<file path="src/lmw_pkg.sv">
// Shared constants and types for the transceiver mode and wake controller
package lmw_pkg;

  // Core clock period
  localparam int CLK_PERIOD_NS = 40;

  // Local wake re-arm: input high for more than this before a new wake
  localparam int WAKE_REARM_NS = 6000;
  localparam int WAKE_REARM_CYCLES = (WAKE_REARM_NS + CLK_PERIOD_NS - 1) / CLK_PERIOD_NS;

  // Bus must sit above the pre-wake high level this long after a timed-out pre-wake
  localparam int PREWAKE_HIGH_NS = 2000;
  localparam int PREWAKE_HIGH_CYCLES = (PREWAKE_HIGH_NS + CLK_PERIOD_NS - 1) / CLK_PERIOD_NS;

  // Transmit dominant timeout and its release time
  localparam int TXD_DOM_MS = 40;
  localparam int TXD_DOM_CYCLES = (TXD_DOM_MS * 1000000 + CLK_PERIOD_NS - 1) / CLK_PERIOD_NS;
  localparam int TXD_REL_NS = 10000;
  localparam int TXD_REL_CYCLES = (TXD_REL_NS + CLK_PERIOD_NS - 1) / CLK_PERIOD_NS;

  // Default filter and window counts in core cycles
  localparam int WAKE_FILT_CYCLES_DEF = 64;
  localparam int BUS_FILT_CYCLES_DEF = 64;
  localparam int EN_SLEEP_CYCLES_DEF = 16;
  localparam int EN_NOM_CYCLES_DEF = 16;
  localparam int MON_WINDOW_CYCLES_DEF = 256;

  // Synchroniser bit positions
  localparam int SYNC_W = 9;
  localparam int SYNC_EN = 0;
  localparam int SYNC_TXD = 1;
  localparam int SYNC_WAKE = 2;
  localparam int SYNC_BUS_LOW = 3;
  localparam int SYNC_BUS_DOM = 4;
  localparam int SYNC_BUS_HIGH = 5;
  localparam int SYNC_SUPPLY = 6;
  localparam int SYNC_HOT = 7;
  localparam int SYNC_COOL = 8;
  // Mode select and transmit read low, wake reads high (idle), bus reads recessive
  localparam logic [SYNC_W-1:0] SYNC_RST = 9'h024;

  typedef enum logic [1:0]
  {
    LMW_FAILSAFE = 2'b00,
    LMW_NORMAL = 2'b01,
    LMW_SLEEP = 2'b11
  } lmw_mode_t;

  typedef enum logic [2:0]
  {
    LMW_PW_IDLE = 3'b000,
    LMW_PW_MON = 3'b001,
    LMW_PW_DOM = 3'b011,
    LMW_PW_STUCK = 3'b010,
    LMW_PW_LOCK = 3'b110
  } lmw_pw_t;

endpackage
</file>
<file path="src/lmw_debounce.sv">
// Level debouncer with separate rise and fall acceptance times
module lmw_debounce
  import lmw_pkg::*;
#(
  parameter int HIGH_CYCLES = 1,
  parameter int LOW_CYCLES = 1,
  parameter logic INIT = 1'b0
)
(
  // Clock and reset
  input wire logic i_core_clk,
  input wire logic i_rst_b,
  // Level in and filtered level out
  input wire logic i_level,
  output logic o_level
);

  localparam int MAXC = (HIGH_CYCLES > LOW_CYCLES) ? HIGH_CYCLES : LOW_CYCLES;
  localparam int CW = $clog2(MAXC + 1);

  logic lvl_q;
  logic lvl_d;
  logic [CW-1:0] cnt_q;
  logic [CW-1:0] cnt_d;
  logic [CW-1:0] need;

  // Any glitch back to the held level restarts the count
  always_comb
  begin
    need = i_level ? CW'(HIGH_CYCLES - 1) : CW'(LOW_CYCLES - 1);
    lvl_d = lvl_q;
    cnt_d = '0;
    if (i_level != lvl_q)
    begin
      if (cnt_q >= need)
        lvl_d = i_level;
      else
        cnt_d = cnt_q + CW'(1);
    end
  end

  always_ff @(posedge i_core_clk or negedge i_rst_b)
  begin
    if (!i_rst_b)
    begin
      lvl_q <= INIT;
      cnt_q <= '0;
    end
    else
    begin
      lvl_q <= lvl_d;
      cnt_q <= cnt_d;
    end
  end

  assign o_level = lvl_q;

endmodule

</file>
<file path="src/lmw_mode_ctrl.sv">
// Mode, wake detection and pin control of a bus transceiver
// Overview of operation
// [RULE_01] Sleep keeps the transmit path off; bus or local wake moves to fail-safe.
// [RULE_02] Fail-safe goes to normal when filtered mode-select is high.
// [RULE_03] Local wake, bus wake and mode-select each have their own filter timer.
// [RULE_04] Sleep turns regulator switch and bus termination off.
// [RULE_05] Sleep entry ignores the bus and local wake levels.
// [RULE_06] Reset and wakes enter fail-safe; regulator switch on when supply is good.
// [RULE_07] Pin behaviour per mode: receive high, bus-following, or released.
// [RULE_08] Bus fall, dominant held for bus filter, then rise gives remote wake.
// [RULE_09] Pending remote wake pulls the receive output low.
// [RULE_10] Bus below pre-wake low in sleep enables receiver and starts window.
// [RULE_11] Receiver stays on only for the window; timeout returns to quiet sleep.
// [RULE_12] Dominant beyond the window stays asleep; the next rise wakes directly.
// [RULE_13] After a timeout, bus must stay above pre-wake high before re-arming.
// [RULE_14] Local wake fall then low for local filter gives local wake.
// [RULE_15] Local wake pulls receive low and strongly pulls transmit low.
// [RULE_16] Continuous local low never blocks sleep; re-arm needs over 6 us high.
// [RULE_17] Fail-safe shows wake source: weak pull-down remote, strong local.
// [RULE_18] Both wake indications clear at once when mode-select goes high.
// [RULE_19] Over-temperature turns the bus driver off until cooled by hysteresis.
// [RULE_20] Sleep allowed during a bus short to ground; short ending wakes remotely.
// [RULE_21] Unconnected mode-select and transmit read as low.
// [RULE_22] Sleep entered on mode-select fall only while transmit is high.
// [RULE_23] Timeout variant: transmit low over 40 ms forces recessive until high 10 us.
// [RULE_24] Filter and window durations are cycle-count parameters.
module lmw_mode_ctrl
  import lmw_pkg::*;
#(
  parameter int WAKE_FILT_CYCLES = WAKE_FILT_CYCLES_DEF,
  parameter int BUS_FILT_CYCLES = BUS_FILT_CYCLES_DEF,
  parameter int EN_SLEEP_CYCLES = EN_SLEEP_CYCLES_DEF,
  parameter int EN_NOM_CYCLES = EN_NOM_CYCLES_DEF,
  parameter int MON_WINDOW_CYCLES = MON_WINDOW_CYCLES_DEF,
  parameter int TXD_TIMEOUT_CYCLES = TXD_DOM_CYCLES,
  parameter bit TXD_TIMEOUT_EN = 1'b1
)
(
  // Clock and reset
  input wire logic i_core_clk,
  input wire logic i_rst_b,
  // Host side pins
  input wire logic i_mode_sel,
  input wire logic i_txd,
  output logic o_txd,
  output logic o_txd_oe,
  output logic o_txd_weak_pd,
  output logic o_rxd,
  output logic o_rxd_oe,
  // Local wake pin
  input wire logic i_wake,
  // Bus comparators and bus controls
  input wire logic i_bus_below_prewake_low_level,
  input wire logic i_bus_dominant_level,
  input wire logic i_bus_above_prewake_high_level,
  output logic o_bus_drive_dominant,
  output logic o_bus_termination_en,
  output logic o_bus_receiver_en,
  // Supply and temperature monitors
  input wire logic i_supply_ok,
  input wire logic i_over_temp,
  input wire logic i_temp_cooled,
  output logic o_regulator_switch_out,
  // Status
  output lmw_mode_t o_mode
);

  localparam int MW = $clog2(MON_WINDOW_CYCLES + 1);
  localparam int PW = $clog2(PREWAKE_HIGH_CYCLES + 1);
  localparam int RW = $clog2(WAKE_REARM_CYCLES + 1);
  localparam int TW = $clog2(TXD_TIMEOUT_CYCLES + 1);
  localparam int HW = $clog2(TXD_REL_CYCLES + 1);

  // Pin synchronisers; stage one feeds stage two only
  logic [SYNC_W-1:0] sync1_q;
  logic [SYNC_W-1:0] sync2_q;
  logic txd_s;
  logic wake_s;
  logic bus_low_s;
  logic bus_dom_s;
  logic bus_high_s;
  logic supply_s;
  logic hot_s;
  logic cool_s;

  always_ff @(posedge i_core_clk or negedge i_rst_b)
  begin
    if (!i_rst_b)
    begin
      sync1_q <= SYNC_RST; // RULE_21
      sync2_q <= SYNC_RST;
    end
    else
    begin
      sync1_q <= {i_temp_cooled, i_over_temp, i_supply_ok, i_bus_above_prewake_high_level,
                  i_bus_dominant_level, i_bus_below_prewake_low_level, i_wake, i_txd,
                  i_mode_sel};
      sync2_q <= sync1_q;
    end
  end

  assign txd_s = sync2_q[SYNC_TXD];
  assign wake_s = sync2_q[SYNC_WAKE];
  assign bus_low_s = sync2_q[SYNC_BUS_LOW];
  assign bus_dom_s = sync2_q[SYNC_BUS_DOM];
  assign bus_high_s = sync2_q[SYNC_BUS_HIGH];
  assign supply_s = sync2_q[SYNC_SUPPLY];
  assign hot_s = sync2_q[SYNC_HOT];
  assign cool_s = sync2_q[SYNC_COOL];

  // Separate filters for mode-select, local wake and bus dominant
  logic en_f;
  logic wake_f;
  logic dom_f;

  lmw_debounce #(.HIGH_CYCLES(EN_NOM_CYCLES), .LOW_CYCLES(EN_SLEEP_CYCLES), .INIT(1'b0))
  u_en_filt // RULE_03 RULE_24
  (
    .i_core_clk(i_core_clk),
    .i_rst_b(i_rst_b),
    .i_level(sync2_q[SYNC_EN]),
    .o_level(en_f)
  );

  lmw_debounce #(.HIGH_CYCLES(1), .LOW_CYCLES(WAKE_FILT_CYCLES), .INIT(1'b1))
  u_wake_filt // RULE_03 RULE_24
  (
    .i_core_clk(i_core_clk),
    .i_rst_b(i_rst_b),
    .i_level(wake_s),
    .o_level(wake_f)
  );

  lmw_debounce #(.HIGH_CYCLES(BUS_FILT_CYCLES), .LOW_CYCLES(1), .INIT(1'b0))
  u_bus_filt // RULE_03 RULE_24
  (
    .i_core_clk(i_core_clk),
    .i_rst_b(i_rst_b),
    .i_level(bus_dom_s),
    .o_level(dom_f)
  );

  logic en_prev_q;
  logic wake_prev_q;
  logic en_fall;
  logic wake_fall;

  always_ff @(posedge i_core_clk or negedge i_rst_b)
  begin
    if (!i_rst_b)
    begin
      en_prev_q <= 1'b0;
      wake_prev_q <= 1'b1;
    end
    else
    begin
      en_prev_q <= en_f;
      wake_prev_q <= wake_f;
    end
  end

  assign en_fall = en_prev_q && !en_f;
  assign wake_fall = wake_prev_q && !wake_f;

  // Local wake arming
  logic armed_q;
  logic armed_d;
  logic [RW-1:0] rearm_cnt_q;
  logic [RW-1:0] rearm_cnt_d;

  always_comb
  begin
    armed_d = armed_q;
    rearm_cnt_d = '0;
    if (wake_s)
    begin
      if (rearm_cnt_q >= RW'(WAKE_REARM_CYCLES))
        armed_d = 1'b1; // RULE_16
      else
        rearm_cnt_d = rearm_cnt_q + RW'(1);
    end
    // Held-low switch disarms, so it cannot block or re-trigger sleep
    if (wake_fall)
      armed_d = 1'b0; // RULE_16
  end

  always_ff @(posedge i_core_clk or negedge i_rst_b)
  begin
    if (!i_rst_b)
    begin
      armed_q <= 1'b0;
      rearm_cnt_q <= '0;
    end
    else
    begin
      armed_q <= armed_d;
      rearm_cnt_q <= rearm_cnt_d;
    end
  end

  // Pre-wake monitoring in sleep
  lmw_mode_t mode_q;
  lmw_mode_t mode_d;
  lmw_pw_t pw_q;
  lmw_pw_t pw_d;
  logic [MW-1:0] mon_cnt_q;
  logic [MW-1:0] mon_cnt_d;
  logic [PW-1:0] lock_cnt_q;
  logic [PW-1:0] lock_cnt_d;
  logic mon_end;

  assign mon_end = mon_cnt_q >= MW'(MON_WINDOW_CYCLES - 1);

  always_comb
  begin
    pw_d = pw_q;
    mon_cnt_d = '0;
    lock_cnt_d = '0;
    if (mode_q != LMW_SLEEP)
      pw_d = LMW_PW_IDLE;
    else
    begin
      unique case (pw_q)
        LMW_PW_IDLE:
          if (bus_low_s)
            pw_d = LMW_PW_MON; // RULE_10
        LMW_PW_MON:
        begin
          mon_cnt_d = mon_cnt_q + MW'(1);
          if (dom_f)
            pw_d = LMW_PW_DOM; // RULE_08
          else if (mon_end)
            pw_d = LMW_PW_LOCK; // RULE_11
        end
        LMW_PW_DOM:
        begin
          mon_cnt_d = mon_cnt_q + MW'(1);
          if (!bus_dom_s)
            pw_d = LMW_PW_IDLE; // RULE_08
          else if (mon_end)
            pw_d = LMW_PW_STUCK; // RULE_12
        end
        LMW_PW_STUCK:
          if (bus_high_s)
            pw_d = LMW_PW_IDLE; // RULE_12 RULE_20
        LMW_PW_LOCK:
          if (bus_high_s)
          begin
            lock_cnt_d = lock_cnt_q + PW'(1);
            if (lock_cnt_q >= PW'(PREWAKE_HIGH_CYCLES - 1))
              pw_d = LMW_PW_IDLE; // RULE_13
          end
        default:
          pw_d = LMW_PW_IDLE;
      endcase
    end
  end

  always_ff @(posedge i_core_clk or negedge i_rst_b)
  begin
    if (!i_rst_b)
    begin
      pw_q <= LMW_PW_IDLE;
      mon_cnt_q <= '0;
      lock_cnt_q <= '0;
    end
    else
    begin
      pw_q <= pw_d;
      mon_cnt_q <= mon_cnt_d;
      lock_cnt_q <= lock_cnt_d;
    end
  end

  // Mode machine and wake flags
  logic rflag_q;
  logic rflag_d;
  logic lflag_q;
  logic lflag_d;
  logic remote_req;
  logic local_req;

  assign remote_req = (mode_q == LMW_SLEEP) && (((pw_q == LMW_PW_DOM) && !bus_dom_s)
                      || ((pw_q == LMW_PW_STUCK) && bus_high_s)); // RULE_08 RULE_12
  assign local_req = (mode_q == LMW_SLEEP) && armed_q && wake_fall; // RULE_14

  always_comb
  begin
    mode_d = mode_q;
    rflag_d = rflag_q;
    lflag_d = lflag_q;
    unique case (mode_q)
      LMW_FAILSAFE:
        if (en_f)
        begin
          mode_d = LMW_NORMAL; // RULE_02
          rflag_d = 1'b0; // RULE_18
          lflag_d = 1'b0; // RULE_18
        end
      LMW_NORMAL:
        // Level on bus or wake pin is not consulted here
        if (en_fall && txd_s)
          mode_d = LMW_SLEEP; // RULE_22 RULE_05
      LMW_SLEEP:
      begin
        if (remote_req || local_req || !supply_s)
          mode_d = LMW_FAILSAFE; // RULE_01 RULE_06
        if (remote_req)
          rflag_d = 1'b1; // RULE_09
        if (local_req)
          lflag_d = 1'b1; // RULE_15
      end
      default:
        mode_d = LMW_FAILSAFE;
    endcase
  end

  always_ff @(posedge i_core_clk or negedge i_rst_b)
  begin
    if (!i_rst_b)
    begin
      mode_q <= LMW_FAILSAFE; // RULE_06
      rflag_q <= 1'b0;
      lflag_q <= 1'b0;
    end
    else
    begin
      mode_q <= mode_d;
      rflag_q <= rflag_d;
      lflag_q <= lflag_d;
    end
  end

  // Transmit timeout and thermal shutdown
  logic tmo_q;
  logic tmo_d;
  logic hot_q;
  logic hot_d;
  logic [TW-1:0] lo_cnt_q;
  logic [TW-1:0] lo_cnt_d;
  logic [HW-1:0] hi_cnt_q;
  logic [HW-1:0] hi_cnt_d;

  always_comb
  begin
    tmo_d = tmo_q;
    lo_cnt_d = '0;
    hi_cnt_d = '0;
    if (!txd_s)
    begin
      if (lo_cnt_q >= TW'(TXD_TIMEOUT_CYCLES))
        tmo_d = TXD_TIMEOUT_EN; // RULE_23
      else
        lo_cnt_d = lo_cnt_q + TW'(1);
    end
    else if (hi_cnt_q >= HW'(TXD_REL_CYCLES))
      tmo_d = 1'b0; // RULE_23
    else
      hi_cnt_d = hi_cnt_q + HW'(1);
    // Set wins: a fresh over-temperature beats a cool report in the same cycle
    hot_d = hot_s || (hot_q && !cool_s); // RULE_19
  end

  always_ff @(posedge i_core_clk or negedge i_rst_b)
  begin
    if (!i_rst_b)
    begin
      tmo_q <= 1'b0;
      hot_q <= 1'b0;
      lo_cnt_q <= '0;
      hi_cnt_q <= '0;
    end
    else
    begin
      tmo_q <= tmo_d;
      hot_q <= hot_d;
      lo_cnt_q <= lo_cnt_d;
      hi_cnt_q <= hi_cnt_d;
    end
  end

  // Registered pin controls, computed from next state so they align with mode_q
  logic drv_d;
  logic term_d;
  logic rx_en_d;
  logic rxd_oe_d;
  logic txd_oe_d;
  logic txd_wpd_d;
  logic reg_sw_d;

  always_comb
  begin
    drv_d = (mode_d == LMW_NORMAL) && !txd_s && !tmo_d && !hot_d; // RULE_01 RULE_07 RULE_19
    term_d = (mode_d != LMW_SLEEP); // RULE_04
    reg_sw_d = (mode_d != LMW_SLEEP) && supply_s; // RULE_04 RULE_06
    rx_en_d = (pw_d == LMW_PW_MON) || (pw_d == LMW_PW_DOM); // RULE_10 RULE_11
    txd_oe_d = (mode_d == LMW_FAILSAFE) && lflag_d; // RULE_15 RULE_17
    txd_wpd_d = (mode_d == LMW_FAILSAFE) && rflag_d && !lflag_d; // RULE_17
    unique case (mode_d)
      LMW_NORMAL:
        rxd_oe_d = bus_dom_s; // RULE_07
      LMW_FAILSAFE:
        rxd_oe_d = rflag_d || lflag_d; // RULE_09 RULE_15
      default:
        rxd_oe_d = 1'b0; // RULE_07
    endcase
  end

  always_ff @(posedge i_core_clk or negedge i_rst_b)
  begin
    if (!i_rst_b)
    begin
      o_bus_drive_dominant <= 1'b0;
      o_bus_termination_en <= 1'b1;
      o_regulator_switch_out <= 1'b0;
      o_bus_receiver_en <= 1'b0;
      o_rxd_oe <= 1'b0;
      o_txd_oe <= 1'b0;
      o_txd_weak_pd <= 1'b0;
    end
    else
    begin
      o_bus_drive_dominant <= drv_d;
      o_bus_termination_en <= term_d;
      o_regulator_switch_out <= reg_sw_d;
      o_bus_receiver_en <= rx_en_d;
      o_rxd_oe <= rxd_oe_d;
      o_txd_oe <= txd_oe_d;
      o_txd_weak_pd <= txd_wpd_d;
    end
  end

  // Open-drain pins only ever pull low
  assign o_rxd = 1'b0;
  assign o_txd = 1'b0;
  assign o_mode = mode_q;
endmodule

</file>
<file path="config.mk">
export PLATFORM = sky130hd
export DESIGN_NAME = lmw_mode_ctrl
export DESIGN_NICKNAME = d
export VERILOG_FILES = /design/src/lmw_pkg.sv /design/src/lmw_debounce.sv /design/src/lmw_mode_ctrl.sv
export SDC_FILE = /design/constraint.sdc
export NUM_CORES = 1
export LEC_CHECK = 0
export ABC_AREA = 0
export ABC_CLOCK_PERIOD_IN_PS = 2700
export BUFFER_PORTS_ARGS = -buffer_cell sky130_fd_sc_hd__buf_2
export CAP_MARGIN = 20
export CORE_MARGIN = 2
export CORE_UTILIZATION = 61
export CTS_CLUSTER_DIAMETER = 200
export DETAILED_ROUTE_END_ITERATION = 8
export PLACE_DENSITY = 0.76
export SKIP_LAST_GASP = 1
export SLEW_MARGIN = 10
export SYNTH_ARGS = -nofsm -noshare
export SYNTH_HDL_FRONTEND = slang
export SYNTH_HIERARCHICAL = 1
export SYNTH_SLANG_ARGS = --single-unit
export TNS_END_PERCENT = 20
</file>
<file path="constraint.sdc">
create_clock -name i_core_clk -period 2.7 [get_ports i_core_clk]
set_clock_uncertainty 0.1 [all_clocks]
set_input_delay 0.675 -clock i_core_clk [delete_from_list [all_inputs] [get_ports i_core_clk]]
set_output_delay 0.675 -clock i_core_clk [all_outputs]
set_load 0.01 [all_outputs]
</file>
Yosys cells after proc, flatten, opt, wreduce, memory -nomap -nowiden
Cells that the tools add are included.
{"block": "totals", "register_bits": 110, "inputBits": 11, "output_inout_bits": 11, "wordCells": 146}
{"block": "classes", "add_sub_neg": 8, "magnitude_cmp": 8, "n_eq_ne": 14, "mux": 46, "reduce_logical": 41}
{"op": "20-bit 2-to-1 mux", "n": 2}
{"op": "8-bit 2-to-1 mux", "n": 4}
{"op": "6-bit 2-to-1 mux", "n": 5}
{"op": "7-bit 2-to-1 mux", "n": 4}
{"op": "3-bit 2-to-1 mux", "n": 9}
{"op": "20-bit by 1-bit adder with 20-bit output (second input constant)", "n": 1}
{"op": "20-bit greater-or-equal comparator (second input constant)", "n": 1}
{"op": "9-bit 2-to-1 mux", "n": 2}
{"op": "8-bit by 1-bit adder with 8-bit output (second input constant)", "n": 2}
{"op": "8-bit greater-or-equal comparator (second input constant)", "n": 2}
{"op": "1-bit logical AND", "n": 16}
{"op": "3-bit case mux with 5 select lines", "n": 1}
{"op": "7-bit by 1-bit adder with 7-bit output (second input constant)", "n": 2}
{"op": "7-bit greater-or-equal comparator", "n": 2}
{"op": "1-bit 2-to-1 mux", "n": 10}
{"op": "5-bit 2-to-1 mux", "n": 2}
{"op": "9-bit by 1-bit adder with 9-bit output (second input constant)", "n": 1}
{"op": "3-bit by 2-bit == test with 1-bit output (second input constant)", "n": 3}
{"op": "9-bit by 8-bit greater-or-equal comparator with 1-bit output (second input constant)", "n": 1}
{"op": "1-bit zero test", "n": 9}
{"op": "2-bit AND reduction", "n": 4}
{"op": "6-bit by 1-bit adder with 6-bit output (second input constant)", "n": 1}
{"op": "3-bit by 1-bit == test with 1-bit output (second input constant)", "n": 2}
{"op": "6-bit greater-or-equal comparator (second input constant)", "n": 1}
{"op": "other kinds (15)", "n": 30}

Longest topological paths before layout
{"block": "depth", "ltp_word": 12, "mapped_depth": 9, "ltp_nobuf": 9}

Modules after synthesis
Netlist, hierarchy kept.
{"mod": "lmw_mode_ctrl", "instances": 1, "cells_each": 349, "area_each_um2": 3822.4, "seq_area_each_um2": 2209.6}
{"mod": "lmw_debounce at u_wake_filt", "instances": 1, "cells_each": 50, "area_each_um2": 510.5, "seq_area_each_um2": 201.4}
{"mod": "lmw_debounce at u_bus_filt", "instances": 1, "cells_each": 50, "area_each_um2": 509.2, "seq_area_each_um2": 200.2}
{"mod": "lmw_debounce at u_en_filt", "instances": 1, "cells_each": 24, "area_each_um2": 271.5, "seq_area_each_um2": 150.1}

Worst setup path before layout
Ideal clock, no wire load.
{"block": "synth_timing", "path_type": "flip-flop to flip-flop", "start": "register mode_q[0] (netlist: o_mode[0])", "end": "register o_rxd_oe", "setup_time_ps": 80, "t_arrival_ps": 1850, "required_time_ps": 2520, "slack_ps": 669, "path_stages_with_launch": 7, "path_buffers": 0, "period_less_slack_ps": 2031, "cell_sequence": "dfrtp_1 -> ha_1 -> nand3b_1 -> a211o_1 -> nand3_1 -> or4b_1 -> o211ai_2"}
{"block": "synth_via", "elab_chain_cells": 9, "elab_cells_between_ends": 20, "cone_classes": "eq/ne: 3; mux: 9; reduce/logical: 8"}
{"item": "start: declaration", "line_no": "lmw_mode_ctrl.sv:202", "text": "lmw_mode_t mode_q;"}
{"item": "start signal: assignment", "line_no": "lmw_mode_ctrl.sv:328", "text": "mode_q <= mode_d;"}
{"item": "2-bit == test", "line_no": "lmw_mode_ctrl.sv:283, lmw_mode_ctrl.sv:285, lmw_mode_ctrl.sv:292"}
{"item": "1-bit logical AND (2 in a row)", "line_no": "lmw_mode_ctrl.sv:285", "text": "assign local_req = (mode_q == LMW_SLEEP) && armed_q && wake_fall;"}
{"item": "1-bit logical OR (2 in a row)", "line_no": "lmw_mode_ctrl.sv:306", "text": "if (remote_req || local_req || !supply_s)"}
{"item": "2-bit 2-to-1 mux", "line_no": "lmw_mode_ctrl.sv:306"}
{"item": "2-bit case mux with 3 select lines", "line_no": "lmw_mode_ctrl.sv:292", "text": "unique case (mode_q)"}
{"item": "2-bit by 1-bit == test with 1-bit output / 2-bit zero test (equally long branches)", "line_no": "lmw_mode_ctrl.sv:399", "text": "unique case (mode_d)"}
{"item": "1-bit case mux with 2 select lines *", "line_no": "lmw_mode_ctrl.sv:399"}
{"item": "named net rxd_oe_d", "line_no": "lmw_mode_ctrl.sv:386", "text": "logic rxd_oe_d;"}
{"item": "end signal: assignment", "line_no": "lmw_mode_ctrl.sv:427", "text": "o_rxd_oe <= rxd_oe_d;"}
{"item": "end: declaration", "line_no": "lmw_mode_ctrl.sv:49", "text": "output logic o_rxd_oe,"}
The timed path passes the listed nets; every way through them passes the cells marked *.
A chain may end at the register's enable or synchronous reset.

Final worst setup path
{"block": "layout_timing", "start": "register mode_q[0] (netlist: o_mode[0])", "end": "register o_txd_weak_pd"}
{"block": "layout_via", "elab_chain_cells": 10, "elab_cells_between_ends": 20, "cone_classes": "eq/ne: 2; mux: 8; reduce/logical: 10"}
{"item": "2-bit == test", "line_no": "lmw_mode_ctrl.sv:283, lmw_mode_ctrl.sv:285, lmw_mode_ctrl.sv:292"}
{"item": "1-bit logical AND (2 in a row)", "line_no": "lmw_mode_ctrl.sv:285"}
{"item": "1-bit logical OR (2 in a row)", "line_no": "lmw_mode_ctrl.sv:306"}
{"item": "2-bit 2-to-1 mux", "line_no": "lmw_mode_ctrl.sv:306"}
{"item": "2-bit case mux with 3 select lines", "line_no": "lmw_mode_ctrl.sv:292"}
{"item": "2-bit zero test", "line_no": "lmw_mode_ctrl.sv:398", "text": "txd_wpd_d = (mode_d == LMW_FAILSAFE) && rflag_d && !lflag_d;"}
{"item": "1-bit logical AND", "line_no": "lmw_mode_ctrl.sv:398"}
{"item": "1-bit logical AND *", "line_no": "lmw_mode_ctrl.sv:398"}
{"item": "named net txd_wpd_d", "line_no": "lmw_mode_ctrl.sv:388", "text": "logic txd_wpd_d;"}
{"item": "end signal: assignment", "line_no": "lmw_mode_ctrl.sv:429", "text": "o_txd_weak_pd <= txd_wpd_d;"}
{"item": "end: declaration", "line_no": "lmw_mode_ctrl.sv:47", "text": "output logic o_txd_weak_pd,"}
Marks and branches as above.

==> summary.md <==
| Metric | Value |
|---|---|
| Status | complete, no violations |
| CTS tree | built |
| I/O Buffers | 19 |
| Sink Count | 110 |
| Power per cell area | 593 nW/µm² |
| Cells after synthesis | 473 |
| Pins over their slew limit | 0 |
| DR vias/cell | 5.51 |
| Resized Gates After CTS | 0 |
| Critical path class | flip-flop to flip-flop |
| Cell variety after synth | 58 |
| Initial antenna violation count | 0 |
| Area of the core | 8180 µm² |
| DRT iter0 DRCs | 134 |
| Crit path launch type | flip-flop |
| Fin util | 68.1% |
| Global route overflow | 0 |
| Die Y | 95.6 µm |
| MaxCap Viol Count | 0 |
| Largest net degree at the start of global routing | 56 |
| Tcrit/Tclk final | 81.5% |
| Area grow syn2layout | 8.88% |
| Number of synthesized flops with an enable pin | 0 |
| Clk Latency, worst-skew pair | 0.36 ns |
| Synth Flop Type | dfrtp_1 |
| Max clock buf depth | 2 |
| First-pass GRT wire length | 15.1 mm |
| Setup-failing EPs final | 0 |
| Most frequent cells in the layout | dfrtp_1, nor2_1, ha_1 |
| Routability cong. | 0.846 |
| Number of vias in the routed layout | 3,386 |
| Slew Limit Headroom | 60.1% |
| Critical path data required time | 2.89 ns |
| Vias in the first global route | 3,447 |
| CTS H-tree depth | 3 |
| P_leak | 0.00260 µW |
| I/O Pins | 22 |
| Row count | 33 |
| Die area | 9130 µm² |
| Yosys reg bits | 110 |
| Post CTS Setup Buffer Count | 0 |
| Final net count | 547 |
| Diode count | 0 |
| Synth async-reset ratio | 100% |
| Setup TNS | 0 ns |
| Post-DP HPWL | 6.13 mm |
| WP data arrival | 2.39 ns |
| Layout cells sized above 1 | 13.4% |
| Mean Syn Cell Area | 10.8 µm² |
| Post-synth design cell area | 5110 µm² |
| Fmax | 455 MHz |
| Die width | 95.6 µm |
| DR WL/cell | 13.9 µm |
| Clk slew on worst S/H paths | 0.10 ns |
| Peak supply drop | 0.496 mV |
| Pin slew with the least headroom to its limit | 0.594 ns |
| RSZ-0062 raised after global routing | no |
| Hold WC Path Type | input pin to asynchronous set/reset pin |
| Hold-fix buffers, CTS | 0 |
| Final number of hold-violating endpoints | 0 |
| Placed Cells | 598 |
| Fin cells | 614 |
| CTS Root Cell | clkbuf_8 |
| Min Tclk post-route | 2.20 ns |
| Final WL | 8.54 mm |
| Initial Utilization | 62.5% |
| Filler cell count in the final layout | 609 |
| Worst path cell trace | ha_1, nand3b_1, a211o_1, a311oi_4, a31oi_2, nor3b_2 |
| Warnings, synthesis | 6 |
| Pwr Total | 3300 µW |
| DR pass1 iterations | 4 |
| CP max stage delay | 0.51 ns |
| Sequential fraction of the synthesis area | 54.0% |
| Slowest cell on crit path | dfrtp_1 |
| Critical-path maximum fanout | 8 |
| Hold_ws | 0.139 ns |
| ANT nets after route | 0 |
| Num CTS Buffers | 9 |
| Gr usage total | 21.3% |
| CP endpoint kind | flip-flop |
| Commonest non-fill, non-tap cell in the layout | dfrtp_1 |
| Remaining DRCs | 0 |
[through the flow]
step	setup slack [ns]	area, µm²
3_3_place_gp	0.606	5370
2_1_floorplan	0.669	5120
3_5_place_dp	0.536	5370
5_1_grt	0.298	5570
4_1_cts	0.500	5570
6_report	0.500	5570
[metal layers]
metal  routed length, µm  global-route usage, %  vias up
li1                    -                      -     1664
met1                3830                   27.2     1650
met2                4170                   35.6       56
met3                 371                   5.85       16
met4                 162                   6.07        0
met5                   0                      0        -
[cell families (layout without fill, tap and decap cells)]
family	after synthesis	count (layout)	share of synthesized area (%)
AND/OR/NAND/NOR	192	192	18.1
flip-flops	110	110	54.0
multiplexers	3	3	0.709
other	1	2	0.0733
XOR/XNOR	49	49	8.39
AO/OA/AOI/OAI	53	53	8.32
buffers and inverters	33	68	2.59
adder cells (fa/ha/maj)	32	32	7.83
[power breakdown]
group          internal [µW]  switching (µW)
sequential              1750             110
combinational            188             259
clock                    442             551
total                   2380             920
[cells in the mapped netlist, drive strengths merged, types with 2 or more instances]
master | n | share of area (%)
buf | 3 | 0.39
dfstp | 7 | 3.6
nor4 | 2 | 0.24
or3 | 3 | 0.39
nand3b | 2 | 0.29
nor3b | 2 | 0.39
nand4 | 13 | 1.6
o31ai | 3 | 0.44
mux2 | 2 | 0.51
and3 | 13 | 1.6
o221a | 2 | 0.44
nand2b | 3 | 0.37
inv | 29 | 2.1
ha | 32 | 7.8
o2111ai | 2 | 0.34
o21ai | 11 | 1.1
dfrtp | 103 | 50
o21a | 4 | 0.59
xnor2 | 24 | 4.1
a21o | 4 | 0.59
xor2 | 25 | 4.3
nand2 | 19 | 1.4
a31oi | 5 | 0.98
nor2b | 3 | 0.37
o211ai | 4 | 0.88
a21oi | 7 | 0.69
nor2 | 89 | 6.6
nor3 | 4 | 0.59
and2 | 3 | 0.37
nand3 | 31 | 3.0
[state kept, by name, indices dropped and copies added, names as in the netlist, 2 cells and up]
name               cells
mon_cnt_q              9
o_mode                 2
sync1_q                9
u_wake_filt/cnt_q      7
hi_cnt_q               8
sync2_q                9
rearm_cnt_q            8
pw_q                   3
u_en_filt/cnt_q        5
lock_cnt_q             6
u_bus_filt/cnt_q       7
lo_cnt_q              20
[worst paths after layout]
check	startpoint	endpoint	slack, ns	depth (start not counted)
worst max-delay path	o_mode[0]	o_txd_weak_pd	0.50	6
worst min-delay path	i_rst_b	mon_cnt_q[5]	0.14	1
worst max register to register	o_mode[0]	o_txd_weak_pd	0.50	6
worst min register to register	sync1_q[1]	sync2_q[1]	0.26	0
max in group asynchronous	i_rst_b	sync2_q[2]	1.68	2
min in group i_core_clk	sync1_q[1]	sync2_q[1]	0.26	0
[final cells by class]
class / count / area (µm²) / share of cell area (%)
Clock inverter: 7 / 78.8 / 1.42
Multi-Input combinational cell: 331 / 2220 / 39.9
Timing Repair Buffer: 23 / 140 / 2.52
Inverter: 29 / 109 / 1.96
Sequential cell: 110 / 2760 / 49.6
Tap cell: 105 / 131 / 2.36
Clock buffer: 9 / 124 / 2.22
[critical path, delay by kind of cell (launching register included)]
kind	cells	cell delay [ns]
AOI/OAI and AO/OA	3	0.86
DFF	1	0.51
adders and majority gates	1	0.35
and+or+nand+nor	2	0.31
Power figures use the tool's default switching activity.
